===== config.mk =====
export PLATFORM = sky130hd
export DESIGN_NAME = uart_irq_wake
export DESIGN_NICKNAME = d
export VERILOG_FILES = /design/src/rtl/irq_merge.v /design/src/rtl/uart_irq_wake.v /design/src/rtl/wake_timer.v
export VERILOG_INCLUDE_DIRS = /design/src /design/src/rtl
export SDC_FILE = /design/constraint.sdc
export NUM_CORES = 1
export LEC_CHECK = 0
export ABC_AREA = 1
export BUFFER_PORTS_ARGS = -buffer_cell sky130_fd_sc_hd__buf_2
export CORE_AREA = 2 2 87 89
export DETAILED_ROUTE_END_ITERATION = 10
export DIE_AREA = 0 0 89 91
export PLACE_DENSITY = 0.62
export SLEW_MARGIN = 40
export SYNTH_ARGS = -nofsm -noshare
export SYNTH_HDL_FRONTEND = slang
export SYNTH_SLANG_ARGS = --single-unit

===== constraint.sdc =====
create_clock -name clk_sys_in -period 3.4 [get_ports clk_sys_in]
set_input_delay 0.51 -clock clk_sys_in [delete_from_list [all_inputs] [get_ports clk_sys_in]]
set_output_delay 0.51 -clock clk_sys_in [all_outputs]
set_load 0.03 [all_outputs]

===== src/rtl/uart_irq_defs.vh =====
// Constants for the serial port interrupt, address-detect and wake block.
`ifndef UART_IRQ_DEFS_VH
`define UART_IRQ_DEFS_VH

`define ADDR_STATUS 2'h0
`define ADDR_CTRL_ONE 2'h1
`define ADDR_CTRL_TWO 2'h2
`define ADDR_DATA 2'h3

`define ST_PARITY 0
`define ST_FRAMING 1
`define ST_OVERRUN 2
`define ST_RX_AVAIL 3
`define ST_TX_EMPTY 4
`define ST_TX_IDLE 5
`define ST_RX_IDLE 6

`define C1_PORT_EN 0
`define C1_NINE_BIT 1
`define C1_PARITY_EN 2
`define C1_PARITY_ODD 3
`define C1_PARITY_TYPE 4
`define C1_RX_TOP 5

`define C2_ADDR_MODE 0
`define C2_RX_IRQ_EN 1
`define C2_TXE_IRQ_EN 2
`define C2_TXI_IRQ_EN 3
`define C2_WAKE_EN 4
`define C2_RX_ON 5
`define C2_PORT_IRQ_EN 6

`define CTRL_ONE_RESET 8'h00
`define CTRL_TWO_RESET 8'h00

`define CLK_PERIOD_NS 25
`define START_TIME_NS 100000
`define START_CYCLES ((`START_TIME_NS + `CLK_PERIOD_NS - 1) / `CLK_PERIOD_NS)

`endif


===== src/rtl/irq_merge.v =====
// Merges the port interrupt sources into one single-cycle low pulse.
`timescale 1ns/1ps
module irq_merge (
  // Clock and reset
  input wire clk_sys_in,
  input wire rst_in,
  // Qualified level sources and event pulses
  input wire [3:0] src_level_in,
  input wire [2:0] src_pulse_in,
  input wire hold_in,
  // Request
  output reg irq_n_out,
  output reg irq_evt_out
);

  reg [3:0] level_prev;
  reg pending;
  wire rise;

  assign rise = |(src_level_in & ~level_prev) | (|src_pulse_in);

  always @(posedge clk_sys_in) begin
    if (rst_in) begin
      level_prev <= 4'h0;
      pending <= 1'b0;
      irq_n_out <= 1'b1;
      irq_evt_out <= 1'b0;
    end else begin
      level_prev <= src_level_in;
      irq_n_out <= 1'b1;
      irq_evt_out <= 1'b0;
      if (hold_in) begin
        pending <= pending | rise;
      end else if (rise || pending) begin
        pending <= 1'b0;
        irq_n_out <= 1'b0;
        irq_evt_out <= 1'b1;
      end
    end
  end

endmodule


===== src/rtl/uart_irq_wake.v =====
// Serial port interrupt, address-detect and power-down wake logic.
`timescale 1ns/1ps
`include "uart_irq_defs.vh"
module uart_irq_wake (
  // Clock and reset
  input wire clk_sys_in,
  input wire rst_in,
  // Register port
  input wire [1:0] addr_in,
  input wire [7:0] wr_data_in,
  input wire wr_in,
  input wire rd_in,
  output reg [7:0] rd_data_out,
  // Receiver core
  input wire rx_word_valid_in,
  input wire [8:0] rx_word_in,
  input wire rx_parity_bit_in,
  input wire rx_framing_bad_in,
  input wire rx_busy_in,
  // Transmitter core
  input wire tx_empty_in,
  input wire tx_idle_in,
  input wire tx_busy_in,
  output reg [7:0] tx_data_out,
  output reg tx_load_out,
  // Receive pin
  input wire rx_pin_in,
  // Power and interrupt controller
  input wire clk_off_in,
  input wire global_irq_enable_in,
  input wire stack_full_in,
  output reg irq_n_out,
  output reg vector_req_out,
  output reg wake_out,
  output reg rx_ignore_out,
  output reg tx_pause_out,
  output reg rx_pause_out
);

  reg [7:0] serial_ctrl_reg_one;
  reg [7:0] serial_ctrl_reg_two;
  reg [7:0] serial_data_buffer;
  reg parity_fault_flag;
  reg framing_fault_flag;
  reg overrun_flag;
  reg rx_data_avail_flag;
  reg rx_top_bit;
  reg status_seen;
  reg rx_pin_prev;
  reg wake_pending;
  reg addr_pulse;
  reg wake_pulse;
  reg next_parity_fault;
  reg next_framing_fault;
  reg next_overrun;
  reg next_rx_avail;
  reg [7:0] read_mux;

  wire serial_port_enable;
  wire nine_bit_word_select;
  wire parity_check_enable;
  wire parity_odd_select;
  wire parity_type_valid;
  wire addr_match_mode_enable;
  wire receive_irq_enable;
  wire tx_empty_irq_enable;
  wire tx_idle_irq_enable;
  wire rx_edge_resume_enable;
  wire receiver_on;
  wire serial_port_irq_enable;
  wire startup_busy;
  wire startup_done;
  wire merge_n;
  wire merge_evt;
  wire word_take;
  wire word_parity_bad;
  wire data_read;
  wire data_clear;
  wire rx_fall;
  wire [3:0] level_src;
  wire [2:0] pulse_src;

  function top_bit;
    input [8:0] word;
    input nine;
    begin
      top_bit = nine ? word[8] : word[7];
    end
  endfunction

  assign serial_port_enable = serial_ctrl_reg_one[`C1_PORT_EN];
  assign nine_bit_word_select = serial_ctrl_reg_one[`C1_NINE_BIT];
  assign parity_check_enable = serial_ctrl_reg_one[`C1_PARITY_EN];
  assign parity_odd_select = serial_ctrl_reg_one[`C1_PARITY_ODD];
  assign parity_type_valid = serial_ctrl_reg_one[`C1_PARITY_TYPE];
  assign addr_match_mode_enable = serial_ctrl_reg_two[`C2_ADDR_MODE];
  assign receive_irq_enable = serial_ctrl_reg_two[`C2_RX_IRQ_EN];
  assign tx_empty_irq_enable = serial_ctrl_reg_two[`C2_TXE_IRQ_EN];
  assign tx_idle_irq_enable = serial_ctrl_reg_two[`C2_TXI_IRQ_EN];
  assign rx_edge_resume_enable = serial_ctrl_reg_two[`C2_WAKE_EN];
  assign receiver_on = serial_ctrl_reg_two[`C2_RX_ON];
  assign serial_port_irq_enable = serial_ctrl_reg_two[`C2_PORT_IRQ_EN];

  // A word is taken only with the clock running and start-up over.
  assign word_take = rx_word_valid_in && !clk_off_in && !startup_busy;

  // Parity over the active data bits and the parity bit.
  assign word_parity_bad = (^{nine_bit_word_select & rx_word_in[8],
    rx_word_in[7:0], rx_parity_bit_in}) ^ parity_odd_select;

  assign data_read = rd_in && addr_in == `ADDR_DATA;
  assign data_clear = data_read && status_seen;
  assign rx_fall = rx_pin_prev && !rx_pin_in;

  // Level sources, each masked by its enable; data-available and overrun share the receive enable.
  assign level_src[0] = tx_empty_in && tx_empty_irq_enable;
  assign level_src[1] = tx_idle_in && tx_idle_irq_enable;
  assign level_src[2] = rx_data_avail_flag && receive_irq_enable &&
    (!addr_match_mode_enable || rx_top_bit);
  assign level_src[3] = overrun_flag && receive_irq_enable;
  assign pulse_src[0] = addr_pulse;
  assign pulse_src[1] = wake_pulse;
  assign pulse_src[2] = 1'b0;

  wake_timer u_wake_timer (
    .clk_sys_in(clk_sys_in),
    .rst_in(rst_in),
    .clk_off_in(clk_off_in),
    .busy_out(startup_busy),
    .done_out(startup_done)
  );

  irq_merge u_irq_merge (
    .clk_sys_in(clk_sys_in),
    .rst_in(rst_in),
    .src_level_in(level_src),
    .src_pulse_in(pulse_src),
    .hold_in(startup_busy),
    .irq_n_out(merge_n),
    .irq_evt_out(merge_evt)
  );

  // Next values of the status flags; a set wins over a clear.
  always @* begin
    next_parity_fault = parity_fault_flag;
    next_framing_fault = framing_fault_flag;
    next_overrun = overrun_flag;
    next_rx_avail = rx_data_avail_flag;
    if (data_clear) begin
      next_parity_fault = 1'b0;
      next_framing_fault = 1'b0;
      next_overrun = 1'b0;
      next_rx_avail = 1'b0;
    end
    if (word_take) begin
      if (rx_data_avail_flag && !data_clear) begin
        next_overrun = 1'b1;
      end else begin
        next_rx_avail = 1'b1;
        next_parity_fault = parity_check_enable && parity_type_valid &&
          word_parity_bad;
        next_framing_fault = rx_framing_bad_in;
      end
    end
  end

  // Status flags and the received word.
  always @(posedge clk_sys_in) begin
    if (rst_in) begin
      parity_fault_flag <= 1'b0;
      framing_fault_flag <= 1'b0;
      overrun_flag <= 1'b0;
      rx_data_avail_flag <= 1'b0;
      serial_data_buffer <= 8'h00;
      rx_top_bit <= 1'b0;
      addr_pulse <= 1'b0;
    end else begin
      parity_fault_flag <= next_parity_fault;
      framing_fault_flag <= next_framing_fault;
      overrun_flag <= next_overrun;
      rx_data_avail_flag <= next_rx_avail;
      addr_pulse <= 1'b0;
      if (word_take && (!rx_data_avail_flag || data_clear)) begin
        serial_data_buffer <= rx_word_in[7:0];
        rx_top_bit <= top_bit(rx_word_in, nine_bit_word_select);
        addr_pulse <= addr_match_mode_enable &&
          top_bit(rx_word_in, nine_bit_word_select);
      end
    end
  end

  // Control registers; writes are refused while the port clock is off.
  always @(posedge clk_sys_in) begin
    if (rst_in) begin
      serial_ctrl_reg_one <= `CTRL_ONE_RESET;
      serial_ctrl_reg_two <= `CTRL_TWO_RESET;
    end else if (wr_in && !clk_off_in) begin
      if (addr_in == `ADDR_CTRL_ONE) begin
        serial_ctrl_reg_one <= {3'h0, wr_data_in[4:0]};
      end
      if (addr_in == `ADDR_CTRL_TWO) begin
        serial_ctrl_reg_two <= {1'b0, wr_data_in[6:0]};
      end
    end
  end

  // Status-then-data access sequence tracking and transmit load.
  always @(posedge clk_sys_in) begin
    if (rst_in) begin
      status_seen <= 1'b0;
      tx_data_out <= 8'h00;
      tx_load_out <= 1'b0;
    end else begin
      tx_load_out <= 1'b0;
      if (rd_in && addr_in == `ADDR_STATUS) begin
        status_seen <= 1'b1;
      end else if (data_read) begin
        status_seen <= 1'b0;
      end
      if (wr_in && addr_in == `ADDR_DATA && !clk_off_in) begin
        tx_data_out <= wr_data_in;
        tx_load_out <= 1'b1;
      end
    end
  end

  // Read multiplexer; status flags have no write path.
  always @* begin
    read_mux = 8'h00;
    case (addr_in)
      `ADDR_STATUS: begin
        read_mux[`ST_PARITY] = parity_fault_flag;
        read_mux[`ST_FRAMING] = framing_fault_flag;
        read_mux[`ST_OVERRUN] = overrun_flag;
        read_mux[`ST_RX_AVAIL] = rx_data_avail_flag;
        read_mux[`ST_TX_EMPTY] = tx_empty_in;
        read_mux[`ST_TX_IDLE] = tx_idle_in;
        read_mux[`ST_RX_IDLE] = !rx_busy_in;
      end
      `ADDR_CTRL_ONE: begin
        read_mux = serial_ctrl_reg_one;
        read_mux[`C1_RX_TOP] = rx_top_bit;
      end
      `ADDR_CTRL_TWO: begin
        read_mux = serial_ctrl_reg_two;
      end
      `ADDR_DATA: begin
        read_mux = serial_data_buffer;
      end
      default: begin
        read_mux = 8'h00;
      end
    endcase
  end

  always @(posedge clk_sys_in) begin
    if (rst_in) begin
      rd_data_out <= 8'h00;
    end else if (rd_in) begin
      rd_data_out <= read_mux;
    end else begin
      rd_data_out <= 8'h00;
    end
  end

  // Receive-pin wake while the port clock is off.
  always @(posedge clk_sys_in) begin
    if (rst_in) begin
      rx_pin_prev <= 1'b1;
      wake_out <= 1'b0;
      wake_pending <= 1'b0;
      wake_pulse <= 1'b0;
    end else begin
      rx_pin_prev <= rx_pin_in;
      wake_out <= 1'b0;
      wake_pulse <= 1'b0;
      if (clk_off_in && rx_fall && rx_edge_resume_enable &&
          serial_port_enable && receiver_on && receive_irq_enable) begin
        wake_out <= 1'b1;
        if (global_irq_enable_in && serial_port_irq_enable) begin
          wake_pending <= 1'b1;
        end
      end else if (startup_done && wake_pending) begin
        wake_pending <= 1'b0;
        wake_pulse <= 1'b1;
      end
    end
  end

  // Outputs toward the interrupt controller and the shift cores.
  always @(posedge clk_sys_in) begin
    if (rst_in) begin
      irq_n_out <= 1'b1;
      vector_req_out <= 1'b0;
      rx_ignore_out <= 1'b0;
      tx_pause_out <= 1'b0;
      rx_pause_out <= 1'b0;
    end else begin
      irq_n_out <= merge_n;
      vector_req_out <= merge_evt && global_irq_enable_in &&
        serial_port_irq_enable && !stack_full_in;
      rx_ignore_out <= startup_busy;
      tx_pause_out <= clk_off_in && tx_busy_in;
      rx_pause_out <= clk_off_in && rx_busy_in;
    end
  end

endmodule


===== src/rtl/wake_timer.v =====
// Times the start-up interval after the port clock returns.
`timescale 1ns/1ps
`include "uart_irq_defs.vh"
module wake_timer (
  // Clock and reset
  input wire clk_sys_in,
  input wire rst_in,
  // Port clock state
  input wire clk_off_in,
  // Start-up status
  output reg busy_out,
  output reg done_out
);

  localparam [31:0] LAST_FULL = `START_CYCLES - 1;
  localparam [11:0] LAST = LAST_FULL[11:0];
  reg [11:0] count;

  always @(posedge clk_sys_in) begin
    if (rst_in) begin
      count <= 12'h000;
      busy_out <= 1'b0;
      done_out <= 1'b0;
    end else begin
      done_out <= 1'b0;
      if (clk_off_in) begin
        count <= 12'h000;
        busy_out <= 1'b1;
      end else if (busy_out) begin
        if (count == LAST) begin
          busy_out <= 1'b0;
          done_out <= 1'b1;
        end else begin
          count <= count + 12'h001;
        end
      end
    end
  end

endmodule


==> results.cfg, run 1 <==
[status]
status = finished, final reports clean

[timing]
fmax_mhz = 567
max_slew.worst_pin.slew_ps = 760
final.min_clock_period_ps = 1760
layout_setup_ws_ps = 1640
slew_violations = 0
period_share_pct = 51.9
finalSetupTns_ps = 0
relSlewSlack_pct = 49.0
finalClockSkew_ps = 8.56
rsz0062_at_grt = false
hold-worst-slack_ps = 312
hold_viol = 0
setup_violations = 0

[synthesis]
ys.flop_type = dfxtp_1
synth.avg_cell_area_um2 = 7.38
synth_edf_count = 0
synth-seq-cells = 74
synth_cell_types = 39
synth_nets = 456
yosysMostFrequentCell = nand2_1
synth_seq_area_share_pct = 47.7
netlist_area_um2 = 3110
synth_warnings = 0
yosys.area.top_type = dfxtp_1
async_flop_share_pct = 0
yosys-top-cells-count = 90 x nand2_1, 74 x dfxtp_1, 58 x nor2_1
synth.area.top_cells = dfxtp_1 48%, nand2_1 11%, nor2_1 7.0%, inv_1 6.2%, a21oi_1 5.8%
syn_inst = 421
synth_top_cell_area_share_pct = 47.7

[worst_hold_path]
min-delay-start = stack_full_in
whs_path_depth = 2
min_path_type = input pin to register
worstHoldEndpoint = vector_req_out

[global_routing]
grt_antenna_before_repair = 0
grt_pass1_wl_mm = 11.8
grt_use_total_pct = 18.7
grt_pass1_vias = 2613
grt.overflow.total = 0
grt_max_degree = 33

[cells_and_area]
fillCellCount = 752
area_growth_pct = 18.5
drive_gt1_share_pct = 17.7
num_antenna_cells = 0
nets = 515
final_cells = 584
multi_input_area_um2 = 1370
register_area_um2 = 1480

[setup_path]
worstPathRequired_ps = 3680
criticalPathCategory = register to register
rr_worst_depth = 9
path_cells = ha_1, inv_1, nor2_2, nand4_2, nand2_2, inv_2, nand3_1, nand2_1, a21oi_1
arrival_ps = 2050
critPathTopFamily = simple AND/OR/NAND/NOR gates
crit_buf_inv = 2
crit-reg2reg-capture = u_wake_timer.count[3]
cp_max_fo = 14
critPathSlowestCell = dfxtp_1
critPathCaptureType = register
crit_path_start_kind = register
cp_slowest_stage_delay_ps = 380
regToRegSetupSlack_ps = 1640
rr_startpoint = u_wake_timer.count[0]

[floorplan]
die_h_um = 91
start_util_pct = 43.5
die-area_um2 = 8100
core_um2 = 7140
pin_count = 57
rows = 31
die_w_um = 89

[power_and_ir_drop]
leakagePower_nw = 1.61
irDropWorstVdd_uv = 346
powerDensity_nw_per_um2 = 492

[detailed_routing]
avgRoutedWirePerCell_um = 12.1
vias = 2814
vias_per_cell = 4.82
drc = 0
firstDrtPassIters = 6
drtIter0Drc = 114
drtAntennaViolNets = 0
wl_mm = 7.06

[place]
port_buffers = 56
place_inst = 568
dp_slack_ps = 1410
gp_congestion = 0.833
hpwl_mm = 5.31

[cts]
ctsResizeCount = 0
cts_tree = yes
cts_max_path_buffers = 2
holdBufCountCts = 0
clk_latency_ps = 350
htree_num_levels = 3
cts.reportedPaths.clkPinSlew_ps = 80
cts_root_buf = clkbuf_8
cts_setup_buffers = 0
clock-sinks = 74
numCtsBuffers = 9

[run]
max_cap_violations = 0
## stage by stage
step | utilization, % | power, W | area [um^2]
global route | 51.6 | 0.00189 | 3680
finish | 51.6 | 0.00181 | 3680
global placement | 48.5 | 0.00109 | 3460
floorplan | - | 0.00103 | 3110
CTS | 51.6 | 0.00183 | 3680
detailed placement | 48.5 | 0.00109 | 3460
## sequential cells by signal, summed over array words and instances (netlist names), 4 cells and up
register,count
serial_ctrl_reg_one,5
serial_data_buffer,8
u_irq_merge.level_prev,4
serial_ctrl_reg_two,7
u_wake_timer.count,12
rd_data_out,8
tx_data_out,8
## power by group
group	internal [W]	total, W	switching [W]
clock network	0.000416	0.000743	0.000327
registers	0.000891	0.000905	0.0000142
logic	0.0000544	0.000164	0.000110
## worst reg2reg max path, cell delays in order (launching register included)
cell and delay (ps):
dfxtp_1 380, ha_1 250, inv_1 80, nor2_2 200, nand4_2 150, nand2_2 240
inv_2 160, nand3_1 100, nand2_1 50, a21oi_1 110
## routing by layer
| metal | routed length (um) | global-route usage [%] |
|---|---|---|
| met1 | 3450 | 26.0 |
| met5 | 0 | 0 |
| met3 | 456 | 6.00 |
| met2 | 3060 | 27.4 |
| met4 | 99 | 5.72 |
## placed cells by master, fill, tap and decap left out, types with 2 or more instances in the layout
cell type,netlist,final
nor2_2,2,2
inv_1,51,50
nand3_1,12,12
nand3b_1,2,2
nor2_1,58,58
buf_2,1,56
nor4_1,3,3
bufinv_16,0,2
clkinv_1,1,2
nand2_2,4,4
nand2_1,90,90
dfxtp_1,74,74
inv_2,2,2
xnor2_1,7,7
a221oi_1,5,5
o22ai_1,2,2
nor3_1,10,10
xor2_1,2,2
clkbuf_8,0,9
a21oi_1,36,36
o21ai_0,35,35
## cell type report
| type | instances | share of cell area [%] |
|---|---|---|
| inverter | 54 | 5.51 |
| tap | 99 | 3.37 |
| sequential | 74 | 40.2 |
| clock inverter | 6 | 2.45 |
| multi-input combinational | 284 | 37.2 |
| timing repair buffer | 57 | 7.82 |
| clock buffer | 10 | 3.47 |
## logic make-up (layout without fill, tap and decap cells)
group	after synthesis	count (layout)	synth area share [%]
fa+ha+maj	1	1	0.403
xor+xnor	9	9	2.54
flops	74	74	47.7
buf+inv	63	127	8.26
simple gates	189	189	26.2
compound gates	85	85	14.9
## worst max path at each step
stage	startpoint	endpoint	slack (ps)	cells past startpoint
finish	u_wake_timer.count[0]	u_wake_timer.count[3]	1640	9
floorplan	clk_off_in	tx_data_out[0]	1950	6
detailed placement	clk_off_in	tx_data_out[1]	1410	7
global route	u_wake_timer.count[0]	u_wake_timer.count[3]	1400	9
CTS	u_wake_timer.count[0]	u_wake_timer.count[4]	1600	9
global placement	clk_off_in	tx_data_out[4]	1480	7
(Power assumes the default switching activity.)
==> inputs of run 2 (changes only) <==
clock period = 1.8 ns   (was 3.4 ns; I/O delays follow)
==> run 2 against run 1 <==
Compared with the run above: wire length increased by 2.5%; worst setup slack got worse by 1500 ps; register-to-register slack got worse by 1500 ps; critical endpoint is now u_wake_timer.count[4]; critical path type unchanged; via count decreased by 0.46%.
==> results.cfg, run 2 (synthesis results as in run 1) <==
[global_routing]
grt_pass1_wl_mm = 12.2
grt_pass1_vias = 2582
met1_usage_pct = 28.0
gr-usage-met2_pct = 27.5
busiest_layer = met1
grt_use_total_pct = 19.3
grt.overflow.total = 0
gr-usage-met3_pct = 5.09
grt_max_degree = 31
grt_antenna_before_repair = 0

[cts]
cts.reportedPaths.clkPinSlew_ps = 80
clk_latency_ps = 350
cts_root_buf = clkbuf_8
numCtsBuffers = 9
clock-sinks = 74
cts_tree = yes
cts_max_path_buffers = 2
holdBufCountCts = 0
ctsResizeCount = 0
cts_setup_buffers = 0
htree_num_levels = 3

[timing]
fmax_mhz = 620
finalSetupTns_ps = 0
relSlewSlack_pct = 75.3
setup_violations = 0
max_slew.worst_pin.slew_ps = 369
slew_violations = 0
period_share_pct = 89.7
rsz0062_at_grt = false
hold-worst-slack_ps = 80.1
hold_viol = 0
finalClockSkew_ps = 5.41
final.min_clock_period_ps = 1610

[floorplan]
die_h_um = 91
start_util_pct = 43.5
pin_count = 57
core_um2 = 7140
rows = 31
die-area_um2 = 8100
die_w_um = 89

[cells_and_area]
largest_reg_flops = 12
layout_commonest_cell = nand2_1
final_cells = 591
final_cell_mix = 90 x nand2_1, 74 x dfxtp_1, 58 x nor2_1
num_antenna_cells = 0
regMostFlops = u_wake_timer.count
nets = 522
area_growth_pct = 20.3
drive_gt1_share_pct = 19.3

[setup_path]
criticalPathCategory = register to register
critPathCaptureType = register
regToRegSetupSlack_ps = 190
rr_startpoint = u_wake_timer.count[0]
crit_path_start_kind = register
rr_worst_depth = 9
arrival_ps = 1900
crit-reg2reg-capture = u_wake_timer.count[4]
worstPathRequired_ps = 2090
cp_max_fo = 12

[place]
port_buffers = 56
place_inst = 575
hpwl_mm = 5.52
gp_congestion = 0.889

[detailed_routing]
drc = 0
wl_mm = 7.24
vias = 2801
firstDrtPassIters = 4
avgRoutedWirePerCell_um = 12.2
drtAntennaViolNets = 0
drtIter0Drc = 188
vias_per_cell = 4.74

[worst_hold_path]
min_path_type = input pin to register
whs_path_depth = 2
min-delay-start = stack_full_in
worstHoldEndpoint = vector_req_out

[status]
status = finished, final reports clean

[power_and_ir_drop]
irDropWorstVdd_uv = 492
total_power_w = 0.00338
powerDensity_nw_per_um2 = 905
leakagePower_nw = 1.64

[run]
max_cap_violations = 0
[run 2: changes by cell type in the layout (fill, tap and decap cells not counted), sizes merged]
cell,previous run,this run
buf,57,64
clkinvlp,1,3
clkbuf,10,11
bufinv,2,1
inv,53,54
clkinv,4,1
[run 2: how the worst max path moves through the flow]
| stage | from | end | slack [ps] | depth (start not counted) |
|---|---|---|---|---|
| global route | u_wake_timer.count[0] | u_wake_timer.count[4] | 20 | 9 |
| floorplan | u_wake_timer.count[0] | u_wake_timer.count[4] | 350 | 10 |
| finish | u_wake_timer.count[0] | u_wake_timer.count[4] | 190 | 9 |
| CTS | u_wake_timer.count[0] | u_wake_timer.count[3] | 140 | 9 |
| global placement | u_wake_timer.count[0] | u_wake_timer.count[3] | 210 | 9 |
| detailed placement | u_wake_timer.count[0] | u_wake_timer.count[4] | 140 | 9 |
[run 2: stage by stage]
| stage | instance area, um^2 | setup slack (ps) | utilization [%] |
|---|---|---|---|
| global route | 3740 | 17.4 | 52.3 |
| global placement | 3520 | 211 | 49.3 |
| floorplan | 3110 | 355 | - |
| CTS | 3730 | 137 | 52.2 |
| finish | 3740 | 186 | 52.3 |
| detailed placement | 3520 | 142 | 49.3 |
[run 2: cell type report]
type	count	area, um^2
clock buffer	11	151
clock inverter	5	61.3
tap	99	124
fill	743	3400
sequential	74	1480
timing repair buffer	64	340
multi-input combinational	284	1380
inverter	54	203
[run 2: metal layers]
layer | share of wire (%) | wire (um) | vias up
li1 | - | - | 1487
met1 | 51 | 3680 | 1232
met2 | 42 | 3060 | 73
met3 | 5.4 | 390 | 9
met4 | 1.5 | 110 | 0
met5 | 0 | 0 | -
[run 2: power by group]
part,switching (W),internal [W]
Combinational,0.000210,0.000112
Sequential,0.0000268,0.00168
Clock,0.000630,0.000720
[run 2: worst max-delay path, stage by stage, from the launching register on]
cell and delay (ps):
dfxtp_1 390, ha_2 220, inv_1 60, nor2_2 190
nand4_2 170, nand2_4 150, inv_2 120, nand3_1 90
nand2_1 60, a21oi_2 110
==> inputs of run 3 (changes only) <==
CORE_AREA = 2 2 89 91   (was 2 2 87 89)
DIE_AREA = 0 0 91 93   (was 0 0 89 91)
PLACE_DENSITY = 0.64   (was 0.62)
SKIP_CTS_REPAIR_TIMING = 1   (was default)
SYNTH_HIERARCHICAL = 1   (was default)
==> run 3 against run 2 <==
Compared with the run above: clock power is 7% lower; maximum frequency is 9.3% higher; wire length is 4.7% higher; non-clock buffer count is 3 lower; critical endpoint is now u_wake_timer/count[0]; largest power group unchanged.
==> results.cfg, run 3 <==
[cts]
clock-sinks = 74
cts.reportedPaths.clkPinSlew_ps = 70
htree_num_levels = 3
cts_tree = yes
clk_latency_ps = 340
numCtsBuffers = 9
cts_root_buf = clkbuf_8
cts_max_path_buffers = 2

[power_and_ir_drop]
irDropWorstVdd_uv = 383
powerDensity_nw_per_um2 = 854
leakagePower_nw = 1.78

[synthesis]
synth_warnings = 6
ys.flop_type = dfxtp_1
async_flop_share_pct = 0
yosys.area.top_type = dfxtp_1
synth_seq_area_share_pct = 45.0
synth.area.top_cells = dfxtp_1 45%, nand2_1 13%, inv_1 7.6%, nor2_1 7.2%, o21ai_0 6.2%
synth_edf_count = 0
synth_cell_types = 36
syn_inst = 464
synth-seq-cells = 74
synth.avg_cell_area_um2 = 7.09
netlist_area_um2 = 3290
yosysMostFrequentCell = nand2_1
synth_top_cell_area_share_pct = 45.0
synth_nets = 499
yosys-top-cells-count = 110 x nand2_1, 74 x dfxtp_1, 67 x inv_1

[cells_and_area]
fin_util_pct = 51.4
area_growth_pct = 17.6
regMostFlops = u_wake_timer/count
final_cell_mix = 110 x nand2_1, 74 x dfxtp_1, 67 x inv_1
largest_reg_flops = 12
layout_commonest_cell = nand2_1
fillCellCount = 780
num_antenna_cells = 0
nets = 564
final_cells = 635
drive_gt1_share_pct = 19.3

[setup_path]
critPathCaptureType = register
path_cells = ha_1, nand2_2, nor2_4, nand3_4, nand2_2, inv_2, nor2_1, nor2_1
cp_slowest_stage_delay_ps = 360
cp_max_fo = 13
critPathSlowestCell = dfxtp_1
criticalPathCategory = register to register
regToRegSetupSlack_ps = 320
crit_path_start_kind = register
worstPathRequired_ps = 2030
crit_buf_inv = 1
arrival_ps = 1710
critPathTopFamily = simple AND/OR/NAND/NOR gates

[place]
place_inst = 620
port_buffers = 56
gp_congestion = 0.825
hpwl_mm = 5.74

[floorplan]
die-area_um2 = 8460
start_util_pct = 43.7
pin_count = 57
die_h_um = 93
die_w_um = 91
rows = 32
core_um2 = 7530

[status]
status = finished, final reports clean

[detailed_routing]
drc = 0
firstDrtPassIters = 4
drtAntennaViolNets = 0
vias_per_cell = 4.70
drtIter0Drc = 150
avgRoutedWirePerCell_um = 11.9
vias = 2987
wl_mm = 7.58

[timing]
finalSetupTns_ps = 0
hold_viol = 0
final.min_clock_period_ps = 1480
fmax_mhz = 677
setup_violations = 0
finalClockSkew_ps = 8.69
period_share_pct = 82.0
slew_violations = 0
rsz0062_at_grt = false

[global_routing]
grt_antenna_before_repair = 0
grt_use_total_pct = 19.2
grt_pass1_vias = 2878
grt.overflow.total = 0
grt_max_degree = 32
grt_pass1_wl_mm = 13.1

[worst_hold_path]
min_path_type = input pin to register

[run]
max_cap_violations = 0
## run 3: routing by layer
metal / GRT usage (%) / share of wire (%)
met1: 25.1 / 49
met4: 6.44 / 1.4
met2: 31.4 / 46
met3: 4.59 / 3.9
met5: 0 / 0
## run 3: layout make-up
class | instances | area (um^2) | share of cell area [%]
flip-flops and latches | 74 | 1480 | 38.3
multi-input cells | 310 | 1480 | 38.2
repair buffers | 61 | 318 | 8.21
inverters | 73 | 279 | 7.21
clock buffers | 12 | 145 | 3.75
well taps | 102 | 128 | 3.30
clock inverters | 3 | 40.0 | 1.03
## run 3: path summary, 6_finish.rpt
kind / startpoint / end / cells past startpoint
max: u_wake_timer/count[1] / u_wake_timer/count[0] / 8
min: stack_full_in / vector_req_out / 2
max reg2reg: u_wake_timer/count[1] / u_wake_timer/count[0] / 8
min reg2reg: u_irq_merge/irq_n_out / irq_n_out / 1
## run 3: metrics by stage
step                      power [W]  hold slack, ps  instance area [um^2]  worst slack [ps]
after floorplan             0.00197             341                  3290               541
after global placement      0.00209             392                  3690               272
after detailed placement    0.00209             405                  3690               274
after CTS                   0.00335            75.4                  3870               308
after global routing        0.00347            78.8                  3870               169
final                       0.00331            86.7                  3870               324
## run 3: power breakdown
part | switching, W | leakage [nW] | internal (W) | total [W]
Combinational | 0.000227 | 1.08 | 0.000112 | 0.000339
Clock | 0.000585 | 0.0962 | 0.000668 | 0.00125
Sequential | 0.0000265 | 0.602 | 0.00169 | 0.00172
## run 3: cell families after synthesis
logic type | synth area share, %
adders and majority gates | 0.380
xor gates and xnor gates | 1.06
buffers and inverters | 10.0
and+or+nand+nor | 29.7
AOI/OAI and AO/OA | 13.7
other | 0.114
DFF | 45.0
## run 3: worst reg2reg max path: cells and delay by family (launching register included)
family,cells,cell delay [ps]
buffers and inverters,1,90
DFF,1,360
adders and majority gates,1,210
and+or+nand+nor,6,720
